$ cat src/pkg/sos_defs.svh
`ifndef SOS_DEFS_SVH
`define SOS_DEFS_SVH

// Byte offsets of the register map
`define SOS_OFS_ASSIGN0 8'h00
`define SOS_OFS_RNG1_A 8'h14
`define SOS_OFS_RNG1_B 8'h18
`define SOS_OFS_RNG2_A 8'h1C
`define SOS_OFS_RNG2_B 8'h20
`define SOS_OFS_CTRL 8'h24
`define SOS_OFS_STATUS 8'h28

// Control register fields
`define SOS_CTRL_INTF_EN 0
`define SOS_CTRL_SS1_USE 1
`define SOS_CTRL_SLS_USE 2
`define SOS_CTRL_RESTART 3
`define SOS_CTRL_W 4

// Status register fields
`define SOS_ST_OUTS 0
`define SOS_ST_INTPOS 5
`define SOS_ST_INTF 6
`define SOS_ST_SS1 7
`define SOS_ST_SLS 8
`define SOS_ST_PERMIT 9

// Reset values
`define SOS_ASSIGN_RST 7'h00
`define SOS_BOUND_RST 32'h0000_0000
`define SOS_CTRL_RST 4'h0

// Assignment reference values
`define SOS_CODE_RANGE1 7'd83
`define SOS_CODE_RANGE2 7'd84
`define SOS_CODE_INTPOS 7'd85
`define SOS_CODE_INTF 7'd86
`define SOS_CODE_SS1 7'd89
`define SOS_CODE_SLS 7'd90
`define SOS_CODE_PASS_A 7'd91
`define SOS_CODE_PASS_E 7'd95

// Bit positions in the synchronised pin vector
`define SOS_PIN_FWD 0
`define SOS_PIN_REV 1
`define SOS_PIN_START 2
`define SOS_PIN_HOME 3
`define SOS_PIN_CANCEL 4
`define SOS_PIN_EMG_N 5
`define SOS_PIN_SERVO_ON 6
`define SOS_PIN_ALM_RST 7
`define SOS_PIN_INT_EN 8
`define SOS_PIN_SS1_N 9
`define SOS_PIN_SLS_N 10
`define SOS_PIN_RESTART 11
`define SOS_PIN_W 12

`define SOS_N_OUT 5
`define SOS_N_PASS_OUT 3
`define SOS_N_COMM 5
`define SOS_POS_W 32

`endif

$ cat src/pkg/sos_pkg.sv
`include "sos_defs.svh"

package sos_pkg;

    typedef enum logic [1:0]
    {
        SOS_IP_IDLE = 2'b00,
        SOS_IP_MOVING = 2'b01,
        SOS_IP_DONE = 2'b11
    } sos_ip_state_t;

    typedef enum logic [1:0]
    {
        SOS_MODE_POS_PULSE = 2'b00,
        SOS_MODE_POS_INT = 2'b01,
        SOS_MODE_SPEED = 2'b10,
        SOS_MODE_TORQUE = 2'b11
    } sos_mode_t;

    typedef struct packed
    {
        logic interrupt_motion;
        logic in_position;
        logic alarm;
        logic interference_hit;
        logic clear_position;
        sos_mode_t mode;
    } sos_core_t;

    typedef struct packed
    {
        logic [`SOS_PIN_W-1:0] sync1;
        logic [`SOS_PIN_W-1:0] sync2;
        logic [`SOS_PIN_W-1:0] prev;
        logic [`SOS_N_COMM-1:0] comm_sync1;
        logic [`SOS_N_COMM-1:0] comm_sync2;
        sos_ip_state_t ip_state;
        logic interf;
        logic recover_wait;
        logic ss1;
        logic safe_limited_speed_status;
        logic [`SOS_N_OUT-1:0] outs;
        logic [`SOS_N_OUT-1:0][6:0] assign_param;
        logic [3:0][`SOS_POS_W-1:0] bound;
        logic [`SOS_CTRL_W-1:0] ctrl;
        logic wr_pend;
        logic [7:0] wr_addr;
        logic [31:0] hrdata;
    } sos_state_t;

endpackage

$ cat src/sos_seq_out.sv
// Implementation choices: the placing of the registers and register access over AHB-Lite.
`timescale 1ns/100ps

module sos_seq_out
    import sos_pkg::*;
(
    input wire logic clock_i, // 20 MHz clock
    input wire logic nrst_i, // Synchronous reset, active low
    input wire logic hsel_i, // AHB slave select
    input wire logic [31:0] haddr_i, // AHB address
    input wire logic [1:0] htrans_i, // AHB transfer type
    input wire logic hwrite_i, // AHB write
    input wire logic [2:0] hsize_i, // AHB size
    input wire logic [31:0] hwdata_i, // AHB write data
    input wire logic hready_i, // AHB bus ready
    output logic [31:0] hrdata_o, // AHB read data
    output logic hreadyout_o, // AHB slave ready
    output logic hresp_o, // AHB response
    input wire logic forward_run_cmd_i, // Forward command pin
    input wire logic reverse_run_cmd_i, // Reverse command pin
    input wire logic pos_start_cmd_i, // Positioning start pin
    input wire logic homing_start_cmd_i, // Homing start pin
    input wire logic pos_cancel_i, // Positioning cancel pin
    input wire logic emergency_stop_input_n_i, // Emergency stop, low stops
    input wire logic servo_on_i, // Servo-on pin
    input wire logic alarm_reset_i, // Alarm reset pin
    input wire logic int_enable_i, // Interrupt input enable pin
    input wire logic ss1_input_n_i, // Safe-stop-1 input, low open
    input wire logic sls_input_n_i, // Safe-limited-speed input, low open
    input wire logic restart_i, // Safety restart pin
    input wire logic [4:0] comm_input_i, // Comm inputs 20..24
    input wire logic signed [31:0] position_i, // Current motor position
    input wire sos_core_t core_i, // Motion core status
    output logic [4:0] sequence_output_o, // Hardware outputs 1..5
    output logic op_permit_o // Regular operation permitted
);

    ////////////////////////////////////////////////////////////////////////
    // Decoding helpers

    function automatic logic range_hit(
        input logic [`SOS_POS_W-1:0] a,
        input logic [`SOS_POS_W-1:0] b,
        input logic signed [`SOS_POS_W-1:0] pos
    );
        logic signed [`SOS_POS_W-1:0] sa;
        logic signed [`SOS_POS_W-1:0] sb;
        sa = $signed(a);
        sb = $signed(b);
        if (sa == sb)
        begin
            range_hit = 1'b0;
        end
        else if (sa < sb)
        begin
            range_hit = (pos >= sa) && (pos <= sb);
        end
        else
        begin
            range_hit = (pos >= sa) || (pos <= sb);
        end
    endfunction

    function automatic logic safety_next(
        input logic cur,
        input logic open_now,
        input logic in_use,
        input logic restart_en,
        input logic restart_edge
    );
        if (!in_use)
        begin
            safety_next = 1'b0;
        end
        else if (open_now)
        begin
            safety_next = 1'b1;
        end
        else if (restart_en)
        begin
            safety_next = cur && !restart_edge;
        end
        else
        begin
            safety_next = 1'b0;
        end
    endfunction

    ////////////////////////////////////////////////////////////////////////
    // State

    sos_state_t state_reg;
    sos_state_t state_next;

    logic [`SOS_PIN_W-1:0] pins_raw;
    logic [`SOS_PIN_W-1:0] pins;
    logic [`SOS_PIN_W-1:0] rise;
    logic [`SOS_PIN_W-1:0] fall;
    logic pos_servo_on;
    logic start_edge;
    logic [`SOS_N_OUT-1:0] sel_out;
    logic [31:0] status_word;
    logic [31:0] rd_word;
    logic addr_phase;
    logic [7:0] wr_ofs;
    logic [`SOS_POS_W-1:0] wr_val;
    logic [6:0] code;
    logic [2:0] pass_idx;
    logic [7:0] rd_ofs;

    assign pins_raw = {restart_i, sls_input_n_i, ss1_input_n_i, int_enable_i,
        alarm_reset_i, servo_on_i, emergency_stop_input_n_i, pos_cancel_i,
        homing_start_cmd_i, pos_start_cmd_i, reverse_run_cmd_i,
        forward_run_cmd_i};
    assign pins = state_reg.sync2;
    assign rise = state_reg.sync2 & ~state_reg.prev;
    assign fall = ~state_reg.sync2 & state_reg.prev;

    assign pos_servo_on = pins[`SOS_PIN_SERVO_ON] && pins[`SOS_PIN_EMG_N]
        && !core_i.alarm && (core_i.mode != SOS_MODE_SPEED)
        && (core_i.mode != SOS_MODE_TORQUE);
    assign start_edge = rise[`SOS_PIN_FWD] || rise[`SOS_PIN_REV]
        || rise[`SOS_PIN_START] || rise[`SOS_PIN_HOME];

    assign addr_phase = hsel_i && htrans_i[1] && hready_i;
    assign wr_ofs = state_reg.wr_addr;
    assign wr_val = hwdata_i;
    assign rd_ofs = haddr_i[7:0];

    assign status_word = {22'h00_0000, !state_reg.interf
        && !state_reg.recover_wait, state_reg.safe_limited_speed_status, state_reg.ss1,
        state_reg.interf, state_reg.ip_state != SOS_IP_IDLE, state_reg.outs};

    ////////////////////////////////////////////////////////////////////////
    // Output source selection

    always_comb
    begin
        sel_out = '0;
        code = 7'h00;
        pass_idx = 3'h0;
        for (int i = 0; i < `SOS_N_OUT; i++)
        begin
            code = state_reg.assign_param[i];
            pass_idx = 3'(code - `SOS_CODE_PASS_A);
            unique case (code)
                `SOS_CODE_RANGE1:
                    sel_out[i] = range_hit(state_reg.bound[0],
                        state_reg.bound[1], position_i);
                `SOS_CODE_RANGE2:
                    sel_out[i] = range_hit(state_reg.bound[2],
                        state_reg.bound[3], position_i);
                `SOS_CODE_INTPOS:
                    sel_out[i] = state_reg.ip_state != SOS_IP_IDLE;
                `SOS_CODE_INTF:
                    sel_out[i] = state_reg.interf;
                `SOS_CODE_SS1:
                    sel_out[i] = state_reg.ss1;
                `SOS_CODE_SLS:
                    sel_out[i] = state_reg.safe_limited_speed_status;
                default:
                    if (code >= `SOS_CODE_PASS_A && code <= `SOS_CODE_PASS_E
                        && i < `SOS_N_PASS_OUT)
                    begin
                        sel_out[i] = state_reg.comm_sync2[pass_idx];
                    end
                    else
                    begin
                        sel_out[i] = 1'b0;
                    end
            endcase
        end
    end

    ////////////////////////////////////////////////////////////////////////
    // Register read mux

    always_comb
    begin
        rd_word = 32'h0000_0000;
        if (rd_ofs < 8'(`SOS_N_OUT * 4))
        begin
            rd_word = {25'h000_0000, state_reg.assign_param[rd_ofs[4:2]]};
        end
        else if (rd_ofs >= `SOS_OFS_RNG1_A && rd_ofs <= `SOS_OFS_RNG2_B)
        begin
            rd_word = state_reg.bound[2'(rd_ofs[7:2] - 6'd5)];
        end
        else if (rd_ofs == `SOS_OFS_CTRL)
        begin
            rd_word = {28'h000_0000, state_reg.ctrl};
        end
        else if (rd_ofs == `SOS_OFS_STATUS)
        begin
            rd_word = status_word;
        end
        if (haddr_i[31:8] != 24'h00_0000 || haddr_i[1:0] != 2'b00)
        begin
            rd_word = 32'h0000_0000;
        end
    end

    ////////////////////////////////////////////////////////////////////////
    // Next state

    always_comb
    begin
        state_next = state_reg;
        state_next.sync1 = pins_raw;
        state_next.sync2 = state_reg.sync1;
        state_next.prev = state_reg.sync2;
        state_next.comm_sync1 = comm_input_i;
        state_next.comm_sync2 = state_reg.comm_sync1;
        state_next.outs = sel_out;

        // Interrupt positioning detect
        unique case (state_reg.ip_state)
            SOS_IP_IDLE:
                if (core_i.interrupt_motion && pos_servo_on)
                begin
                    state_next.ip_state = SOS_IP_MOVING;
                end
            SOS_IP_MOVING:
                if (!pos_servo_on || start_edge)
                begin
                    state_next.ip_state = SOS_IP_IDLE;
                end
                else if (rise[`SOS_PIN_CANCEL] || pins[`SOS_PIN_CANCEL])
                begin
                    state_next.ip_state = SOS_IP_IDLE;
                end
                else if (!core_i.interrupt_motion && core_i.in_position)
                begin
                    state_next.ip_state = SOS_IP_DONE;
                end
                else
                begin
                    state_next.ip_state = SOS_IP_MOVING;
                end
            SOS_IP_DONE:
                if (!pos_servo_on || start_edge
                    || fall[`SOS_PIN_INT_EN])
                begin
                    state_next.ip_state = SOS_IP_IDLE;
                end
            default:
                state_next.ip_state = SOS_IP_IDLE;
        endcase

        // Interference and recovery
        if (!state_reg.ctrl[`SOS_CTRL_INTF_EN])
        begin
            state_next.interf = 1'b0;
        end
        else if (core_i.interference_hit)
        begin
            state_next.interf = 1'b1;
        end
        else if (core_i.clear_position)
        begin
            state_next.interf = 1'b0;
        end
        if (core_i.interference_hit && state_reg.ctrl[`SOS_CTRL_INTF_EN]
            && (core_i.mode == SOS_MODE_POS_PULSE
            || core_i.mode == SOS_MODE_SPEED))
        begin
            state_next.recover_wait = 1'b1;
        end
        else if (!pins[`SOS_PIN_SERVO_ON]
            && ((core_i.mode == SOS_MODE_POS_PULSE
            && pins[`SOS_PIN_ALM_RST]) || (core_i.mode == SOS_MODE_SPEED
            && !pins[`SOS_PIN_FWD] && !pins[`SOS_PIN_REV])))
        begin
            state_next.recover_wait = 1'b0;
        end

        // Safety status
        state_next.ss1 = safety_next(state_reg.ss1, !pins[`SOS_PIN_SS1_N],
            state_reg.ctrl[`SOS_CTRL_SS1_USE],
            state_reg.ctrl[`SOS_CTRL_RESTART], rise[`SOS_PIN_RESTART]);
        state_next.safe_limited_speed_status = safety_next(state_reg.safe_limited_speed_status, !pins[`SOS_PIN_SLS_N],
            state_reg.ctrl[`SOS_CTRL_SLS_USE],
            state_reg.ctrl[`SOS_CTRL_RESTART], rise[`SOS_PIN_RESTART]);

        // Bus slave, zero wait states
        state_next.wr_pend = addr_phase && hwrite_i;
        if (addr_phase)
        begin
            state_next.wr_addr = haddr_i[31:8] == 24'h00_0000
                && haddr_i[1:0] == 2'b00 ? haddr_i[7:0] : 8'hFF;
            state_next.hrdata = hwrite_i ? 32'h0000_0000 : rd_word;
        end
        if (state_reg.wr_pend)
        begin
            if (wr_ofs < 8'(`SOS_N_OUT * 4))
            begin
                state_next.assign_param[wr_ofs[4:2]] =
                    hwdata_i[6:0];
            end
            else if (wr_ofs >= `SOS_OFS_RNG1_A && wr_ofs <= `SOS_OFS_RNG2_B)
            begin
                state_next.bound[2'(wr_ofs[7:2] - 6'd5)] = wr_val;
            end
            else if (wr_ofs == `SOS_OFS_CTRL)
            begin
                state_next.ctrl = hwdata_i[`SOS_CTRL_W-1:0];
            end
        end
    end

    ////////////////////////////////////////////////////////////////////////
    // State register

    always_ff @(posedge clock_i)
    begin
        if (!nrst_i)
        begin
            state_reg <= '0;
            state_reg.sync1 <= `SOS_PIN_W'(12'h0E0);
            state_reg.sync2 <= `SOS_PIN_W'(12'h0E0);
            state_reg.prev <= `SOS_PIN_W'(12'h0E0);
            state_reg.ip_state <= SOS_IP_IDLE;
            state_reg.assign_param <= {`SOS_N_OUT{`SOS_ASSIGN_RST}};
            state_reg.bound <= {4{`SOS_BOUND_RST}};
            state_reg.ctrl <= `SOS_CTRL_RST;
            state_reg.wr_addr <= 8'hFF;
        end
        else
        begin
            state_reg <= state_next;
        end
    end

    assign hrdata_o = state_reg.hrdata;
    assign hreadyout_o = 1'b1;
    assign hresp_o = 1'b0;
    assign sequence_output_o = state_reg.outs;
    assign op_permit_o = !state_reg.interf
        && !state_reg.recover_wait;

endmodule

$ cat config.mk
export PLATFORM = sky130hd
export DESIGN_NAME = sos_seq_out
export DESIGN_NICKNAME = d
export VERILOG_FILES = /design/src/pkg/sos_pkg.sv /design/src/sos_seq_out.sv
export VERILOG_INCLUDE_DIRS = /design/src /design/src/pkg
export SDC_FILE = /design/constraint.sdc
export NUM_CORES = 1
export LEC_CHECK = 0
export BUFFER_PORTS_ARGS = -buffer_cell sky130_fd_sc_hd__buf_4
export CAP_MARGIN = 20
export CORE_AREA = 2 2 147 207
export CTS_CLUSTER_DIAMETER = 200
export DETAILED_ROUTE_END_ITERATION = 8
export DIE_AREA = 0 0 149 209
export GPL_ROUTABILITY_DRIVEN = 0
export PLACE_DENSITY = 0.85
export SLEW_MARGIN = 20
export SYNTH_ARGS = -nofsm -noshare
export SYNTH_HDL_FRONTEND = slang
export SYNTH_SLANG_ARGS = --single-unit
$ cat constraint.sdc
create_clock -name clock_i -period 5.9 [get_ports clock_i]
set_clock_uncertainty 0.15 [all_clocks]
set_input_delay 0.295 -clock clock_i [delete_from_list [all_inputs] [get_ports clock_i]]
set_output_delay 0.295 -clock clock_i [all_outputs]
set_load 0.02 [all_outputs]
# == Word level (Yosys, flattened, before mapping) ==
# Index checks and enable logic that the tools add are counted.
# classes
addsub,5
order_cmp,27
eq_ne,42
muxes,49
bitwise,6
n_reduce_logical,64
# op_table
cell,count
"7-bit equality test, second input constant",30
32-bit 2-to-1 mux,6
128-bit bitwise mux,1
32-bit binary-select mux with 2-bit select,1
32-bit demux with 2-bit select,1
32-bit equality test,2
32-bit greater-or-equal comparator,2
32-bit <= comparator,2
32-bit less-than comparator,2
35-bit bitwise mux,1
1-bit one-hot mux with 6 select lines,5
1-bit logical AND,28
"8-bit by 6-bit equality test with 1-bit output, second input constant",3
24-bit logical NOT,1
24-bit nonzero test,1
7-bit binary-select mux with 3-bit select,1
7-bit demux with 3-bit select,1
"7-bit greater-or-equal comparator, second input constant",3
"7-bit <= comparator, second input constant",3
"3-bit by 4-bit less-than comparator with 1-bit output, second input constant",5
10-bit 2-to-1 mux,2
1-bit 2-to-1 mux,18
"8-bit by 5-bit greater-or-equal comparator with 1-bit output, second input constant",2
"8-bit by 6-bit <= comparator with 1-bit output, second input constant",2
other kinds (26),70
# word_totals
regBits,265
inputBits,130
output_inout_bits,40
elab_cells,217

# == Logic depth before layout (Yosys ltp) ==
# Gate-level depths: netlist (run 1).
# logic_depth
depth_word,9
depth_mapped,11

# == Least setup slack after synthesis (run 1) ==
# OpenSTA, ideal clock, no wires.
# synth_timing
path_type,register to register
startpoint,register state_reg[166] (netlist bit)
endpoint,"register state_reg, in the netlist sequence_output_o[0]"
setup_time_ps,120
t_arrival_ps,2464
required_time_ps,5630
setup_slack_ps,3167
path_stages_with_launch,12
path_buffers,0
period_less_slack_ps,2733
path_cell_list,dfxtp_1 inv_1 ha_1 a21o_1 a221o_1 a221oi_1 o21ai_1 a21oi_2 mux2_1 maj3_2 a22oi_2 a21oi_1
# synth_via
elab_chain_len,5
word_cells_on_any_way,8
classes_between,order compare (2); eq/ne (1); mux (3); reduce/logical (2)
# synth_rtl
item,line_no,text
from (decl),sos_seq_out.sv:92,sos_state_t state_reg;
from (signal assigned),sos_seq_out.sv:330,state_reg <= state_next;
32-bit <= comparator,"sos_seq_out.sv:56, sos_seq_out.sv:60",
1-bit logical OR or 1-bit logical AND (tied branches),"sos_seq_out.sv:60, sos_seq_out.sv:56",
1-bit 2-to-1 mux,sos_seq_out.sv:54,else if (sa < sb)
1-bit 2-to-1 mux (*),-,
1-bit one-hot mux with 6 select lines (*),sos_seq_out.sv:146,unique case (code)
# Mark *: on every way between the ends. The rest lies on a longest branch, timed or not.
# A chain may end at the register's enable or synchronous reset.

# == Final worst setup path (run 1) ==
# layout_timing
startpoint,register state_reg[100] (netlist bit)
endpoint,"register state_reg, in the netlist sequence_output_o[0]"
# Same word-level chain as after synthesis.

==> summary.txt, run 1 <==
Clocking
  – Clock-pin slew on the worst setup and hold paths: 0.06 ns
  – CTS Sinks: 259
  – CTS Buf Count: 27
  – Postcts setup bufs: 0
  – Clock root buffer master: clkbuf_16
  – H-tree depth: 1
  – Worst-case clock buffer depth: 3
  – Clk_lat worst skew: 0.57 ns
  – TritonCTS clock tree: yes

Finish
  – N_diodes: 0
  – Post-route cell area: 19100 um^2
  – Final Core Density: 64.9%
  – Flip-flop and latch area: 5180 um^2
  – Layout cells sized above 1: 13.5%
  – Footprint of the multi-input gates: 10100 um^2
  – Nets@finish: 2402
  – Area Overhead vs Synth: 16.2%
  – Fillers: 2375
  – Max FFs per register: 178

Yosys
  – Distinct cells, synth: 71
  – Commonest cells post-synth: nand2_1 (351), dfxtp_1 (259), ha_1 (207)
  – YS warnings: 0
  – Mapped cell area: 16500 um^2
  – Seq/Total Area, Yosys: 31.5%
  – Yosys top cell by area: dfxtp_1
  – Synth top area share: 31.5%
  – Ys flop type: dfxtp_1
  – Count leader, synth: nand2_1
  – Average cell area after synthesis: 8.50 um^2
  – Synthesized net count: 2273
  – Synth area leaders: dfxtp_1 (32%), ha_1 (16%), nand2_1 (8.0%)
  – Post-Synthesis Cells: 1936
  – FF+latch count, synth: 259
  – Fraction of registers with async set/reset: 0%
  – EDFF count, synth: 0

Power and ir drop
  – NetSw: 0.000937 W
  – Power density cells: 205 nW/um^2
  – Sw frac: 23.9%
  – Clock Power Share: 45.0%
  – P_leak: 7.11 nW
  – Int Pwr: 0.00298 W
  – Maximum VDD drop: 0.198 mV
  – Sequential share of power: 45.2%
  – Comb power frac: 9.8%

Global routing
  – Largest net degree at the start of global routing: 136
  – Vias in the first global route: 15739
  – GRT Util Overall: 31.9%
  – Grt total ovfl: 0
  – Antenna violations before repair: 0
  – First-pass GRT wire length: 79.2 mm

Floorplan
  – Full die area: 31100 um^2
  – Initial Util: 55.8%
  – Chip width: 149 um
  – Die span in y: 209 um
  – I/O pins: 170
  – Core Footprint: 29500 um^2
  – Row cnt: 75

Routing
  – Pre-Repair DR Iteration Count: 6
  – DR WL/cell: 20.4 um
  – Iter 0 DRT Violations: 1138
  – Vias: 15148
  – DRC Markers: 0
  – Vias/cell: 6.14
  – DRT antenna net count: 0
  – Drt total wl: 50.4 mm

Setup path
  – CP Max Fanout: 4
  – Crit path DAT: 3.76 ns
  – Setup crit end kind: flip-flop
  – Worst EP required: 6.22 ns
  – Setup CP Type: reg -> reg
  – CP Launch Type: flip-flop

STA
  – Minimum clock period: 3.44 ns
  – Final Cycle Share: 58.4%
  – Actual slew at the worst max-slew pin: 1.09 ns
  – Setup TNS: 0 ns
  – Final hold viol count: 0
  – Final WS setup: 2.46 ns
  – Fmax achieved: 0.290 GHz
  – Endpoints failing setup: 0
  – Relative slew slack: 27.2%
  – Slew Limit Fails: 0
  – RSZ-0062 raised after global routing: false

Hold path
  – Hold crit path type: in -> reg

Placed design
  – DP HPWL: 35.3 mm
  – Port bufs: 163
  – Setup WS pre-CTS: 2.29 ns
  – Cell Area, Placed: 17600 um^2

Run status
  – Status: completed

Job
  – Max Cap Viol: 0
==> power groups by stage <==
stage               Combinational (W)  Sequential (W)  Clock (W)
floorplan                    0.000191         0.00181          0
global placement             0.000327         0.00181          0
detailed placement           0.000339         0.00181          0
CTS                          0.000373         0.00177    0.00177
global route                 0.000414         0.00177    0.00183
finish                       0.000383         0.00177    0.00176
==> cells by family (layout without fill, tap and decap cells) <==
logic type	after synthesis	after routing	synth area share, %
AND/OR/NAND/NOR	684	684	19.8
AO/OA/AOI/OAI	420	420	17.3
buffers and inverters	283	431	7.41
flip-flops	259	259	31.5
adder cells (fa/ha/maj)	208	208	15.8
multiplexers	79	79	8.02
other	2	2	0.0457
XOR/XNOR	1	1	0.0532
==> path summary, 6_finish.rpt <==
path / startpoint / end / slack (ns) / cells after the start
worst min register to register: pins[10]$_SDFF_PN0_ / state_reg[213]$_SDFF_PN0_ / 0.25 / 1
worst max register to register: state_reg[100]$_SDFFE_PN0P_ / sequence_output_o[0]$_SDFF_PN0_ / 2.46 / 11
worst min-delay path: core_i[4] / state_reg[217]$_SDFFE_PN0P_ / 0.03 / 4
worst max-delay path: state_reg[100]$_SDFFE_PN0P_ / sequence_output_o[0]$_SDFF_PN0_ / 2.46 / 11
==> layer usage <==
metal	wire, um	GRT usage [%]
met5	0	0
met4	3990	23.9
met3	3870	5.22
met2	24900	56.1
met1	17700	33.9
==> stage by stage <==
stage / total power, W / std cells / hold WS, ns
final: 0.00392 / 2469 / 0.0288
after global routing: 0.00402 / 2469 / 0.0386
after CTS: 0.00392 / 2469 / 0.0112
after detailed placement: 0.00215 / 2363 / 0.244
after global placement: 0.00214 / 2363 / 0.237
after floorplan: 0.00200 / 1936 / 0.230
==> what timing repair did <==
item | 4_1_cts | 5_1_grt
hold buffers | 58 | 0
resized for setup | 0 | 0
endpoints found under the hold margin | 186 | 0
==> critical path, stage by stage, from the launching register on <==
cell and delay [ns]:
dfxtp_1 0.35, inv_1 0.10, ha_1 0.30, and4_1 0.22
nand2_1 0.09, nor3_1 0.46, o311ai_0 0.41, a31o_2 0.35
a32oi_1 0.40, or2_4 0.24, a22oi_2 0.08, a21oi_1 0.20
==> area by class of cell <==
cell class              instances  share of cell area (%)
clock buffers                  38                    4.01
clock inverters                10                   0.720
inverters                     152                    2.98
multi-input cells            1394                    52.8
flip-flops and latches        259                    27.1
well taps                     385                    2.52
repair buffers                231                    9.83
==> cell usage in the layout (no fill, tap or decap), types with 8 or more instances in the layout <==
master         synthesis  final
a21oi_1              102    102
o21ai_0               40     40
nor3_1                20     20
ha_1                 207    206
mux2i_1               34     34
o211ai_1               8      8
a211oi_1              17     17
nor4_1                15     15
and2_1                36     36
o21a_1                 8      8
dfxtp_1              259    259
nand4_1               39     39
buf_4                 39    173
mux4_2                42     42
clkbuf_16              0     27
nand2b_1              15     15
nor2_1                49     49
dlygate4sd3_1          0     58
inv_1                151    151
nor2b_1               82     82
nand2_1              351    350
a21boi_0             138    138
a22oi_1               45     45
nand3_1               40     38
a21o_1                17     17
No activity file was read; power rests on OpenSTA's default activity.
==> inputs of run 2 (changes only) <==
Settings changed: CORE_AREA 2 2 147 207 to 2 2 151 212, DIE_AREA 0 0 149 209 to 0 0 153 214, PLACE_DENSITY 0.85 to 0.84.
Clock period 5.9 ns to 2.9 ns, I/O delays scaled along.
==> run 2 against run 1 <==
Compared with the run above: via count grew 2.9%; sequential share of layout area shrank 1.1 points; setup slack lost 2.5 ns; global-route usage shrank 1.1 points; the run now ends with setup timing left; combinational power grew 120%; critical endpoint unchanged; largest power group unchanged; sequential power grew 100%.
==> summary.txt, run 2 (synthesis results as in run 1) <==
Routing
  – Drt total wl: 51.8 mm
  – DRC Markers: 0
  – Vias: 15585
  – Iter 0 DRT Violations: 1157
  – DRT antenna net count: 0
  – Vias/cell: 6.10
  – DR WL/cell: 20.3 um
  – Pre-Repair DR Iteration Count: 6

Setup path
  – Max incr delay on CP: 0.39 ns
  – Cell Chain, Critical Path: inv_1, ha_1, and4_1, nand4_1, nor3_2, a21oi_2, mux2_4, maj3_2, a22oi_2, a21oi_1
  – CP Launch Type: flip-flop
  – Worst Path Buf+Inv: 1
  – CP Max Fanout: 5
  – Setup CP Type: reg -> reg
  – R2r setup slk: -0.04 ns
  – Setup crit end kind: flip-flop
  – Crit path DAT: 3.23 ns
  – Crit path max-delay family: simple AND/OR/NAND/NOR gates
  – Slowest cell on the critical path: maj3_2
  – Worst EP required: 3.19 ns

Finish
  – Post-route cell area: 20000 um^2
  – Most frequent cells in the layout: nand2_1 (351), dfxtp_1 (248), buf_4 (239)
  – Final Instance Count excl. Fillers: 2555
  – Area Overhead vs Synth: 21.3%
  – Max FFs per register: 178
  – N_diodes: 0
  – Layout cells sized above 1: 17.8%
  – Nets@finish: 2483
  – Commonest non-fill, non-tap cell in the layout: nand2_1
  – Final Core Density: 65.0%

Job
  – Max Cap Viol: 0

Floorplan
  – Chip width: 153 um
  – Row cnt: 76
  – Core Footprint: 30700 um^2
  – I/O pins: 170
  – Full die area: 32700 um^2
  – Initial Util: 53.6%
  – Die span in y: 214 um

Placed design
  – DP HPWL: 36.7 mm
  – Port bufs: 163
  – Cell Area, Placed: 18200 um^2
  – Setup WS pre-CTS: -0.199 ns
  – Inst Count DP: 2437

STA
  – Final hold viol count: 0
  – Fmax achieved: 0.341 GHz
  – Minimum clock period: 2.94 ns
  – Endpoints failing setup: 2
  – Final WS setup: -0.0368 ns
  – Final Cycle Share: 101%
  – Setup TNS: -0.0692 ns
  – Relative slew slack: 49.8%
  – RSZ-0062 raised after global routing: true
  – Actual slew at the worst max-slew pin: 0.752 ns
  – Slew Limit Fails: 0

Clocking
  – CTS Sinks: 259
  – Worst-case clock buffer depth: 3
  – Clock root buffer master: clkbuf_16
  – Clk_lat worst skew: 0.58 ns
  – CTS Buf Count: 26
  – H-tree depth: 1
  – TritonCTS clock tree: yes
  – Clock-pin slew on the worst setup and hold paths: 0.07 ns

Global routing
  – First-pass GRT wire length: 82.1 mm
  – Vias in the first global route: 16090
  – Antenna violations before repair: 0
  – GRT Util Overall: 30.8%
  – Grt total ovfl: 0
  – Largest net degree at the start of global routing: 104

Run status
  – Status: finished, violations left
  – Failing checks: setup timing

Power and ir drop
  – Maximum VDD drop: 0.647 mV
  – P_leak: 7.56 nW
  – Power density cells: 401 nW/um^2

Hold path
  – Hold crit path type: in -> reg
[run 2: layout make-up]
type                            instances  area, um^2
Fill cell                            2346       10800
Multi-Input combinational cell       1394       10200
Sequential cell                       259        5200
Timing Repair Buffer                  313        2580
Clock buffer                           30         696
Inverter                              152         571
Tap cell                              390         488
Clock inverter                         17         208
[run 2: per-layer routing]
layer / track usage (%) / up-vias / wire, um
met5: 0 / - / 0
met4: 22.2 / 0 / 4090
met3: 4.88 / 276 / 3600
met2: 54.7 / 763 / 25600
met1: 32.9 / 7415 / 18400
li1: - / 7131 / -
[run 2: worst min-delay path, cell delays in order]
cell	delay [ns]
buf_4	0.08
nor4_1	0.03
nand3_1	0.05
nor2_1	0.06
o21a_1	0.27
nand2_1	0.09
[run 2: repair_timing]
item,4_1_cts,5_1_grt
endpoints found under the setup margin,5,5
hold endpoints to repair,213,0
hold buffers,69,0
setup buffers,2,0
gates cloned,0,0
gates resized for setup,16,23
pin swaps,5,18
[run 2: path summary, 6_finish.rpt]
path,from,end,depth (start not counted)
max,state_reg[171]$_SDFFE_PN0P_,sequence_output_o[0]$_SDFF_PN0_,10
min,haddr_i[30],wr_ofs[0]$_SDFFE_PN1P_,6
max reg2reg,state_reg[171]$_SDFFE_PN0P_,sequence_output_o[0]$_SDFF_PN0_,10
min reg2reg,state_next[246]$_SDFF_PN1_,pins[5]$_SDFF_PN1_,1
[run 2: power by group]
part	switching, W	total, W	internal (W)
registers	0.0000174	0.00360	0.00359
logic	0.000421	0.000840	0.000420
clock network	0.00155	0.00356	0.00201
total	0.00199	0.00801	0.00602
[run 2: per-stage QoR]
| stage | total power (W) | hold slack, ns |
|---|---|---|
| 2_1_floorplan | 0.00406 | 0.0965 |
| 3_3_place_gp | 0.00439 | 0.184 |
| 3_5_place_dp | 0.00441 | 0.183 |
| 4_1_cts | 0.00801 | 0.00920 |
| 5_1_grt | 0.00825 | 0.0792 |
| 6_report | 0.00801 | 0.0250 |
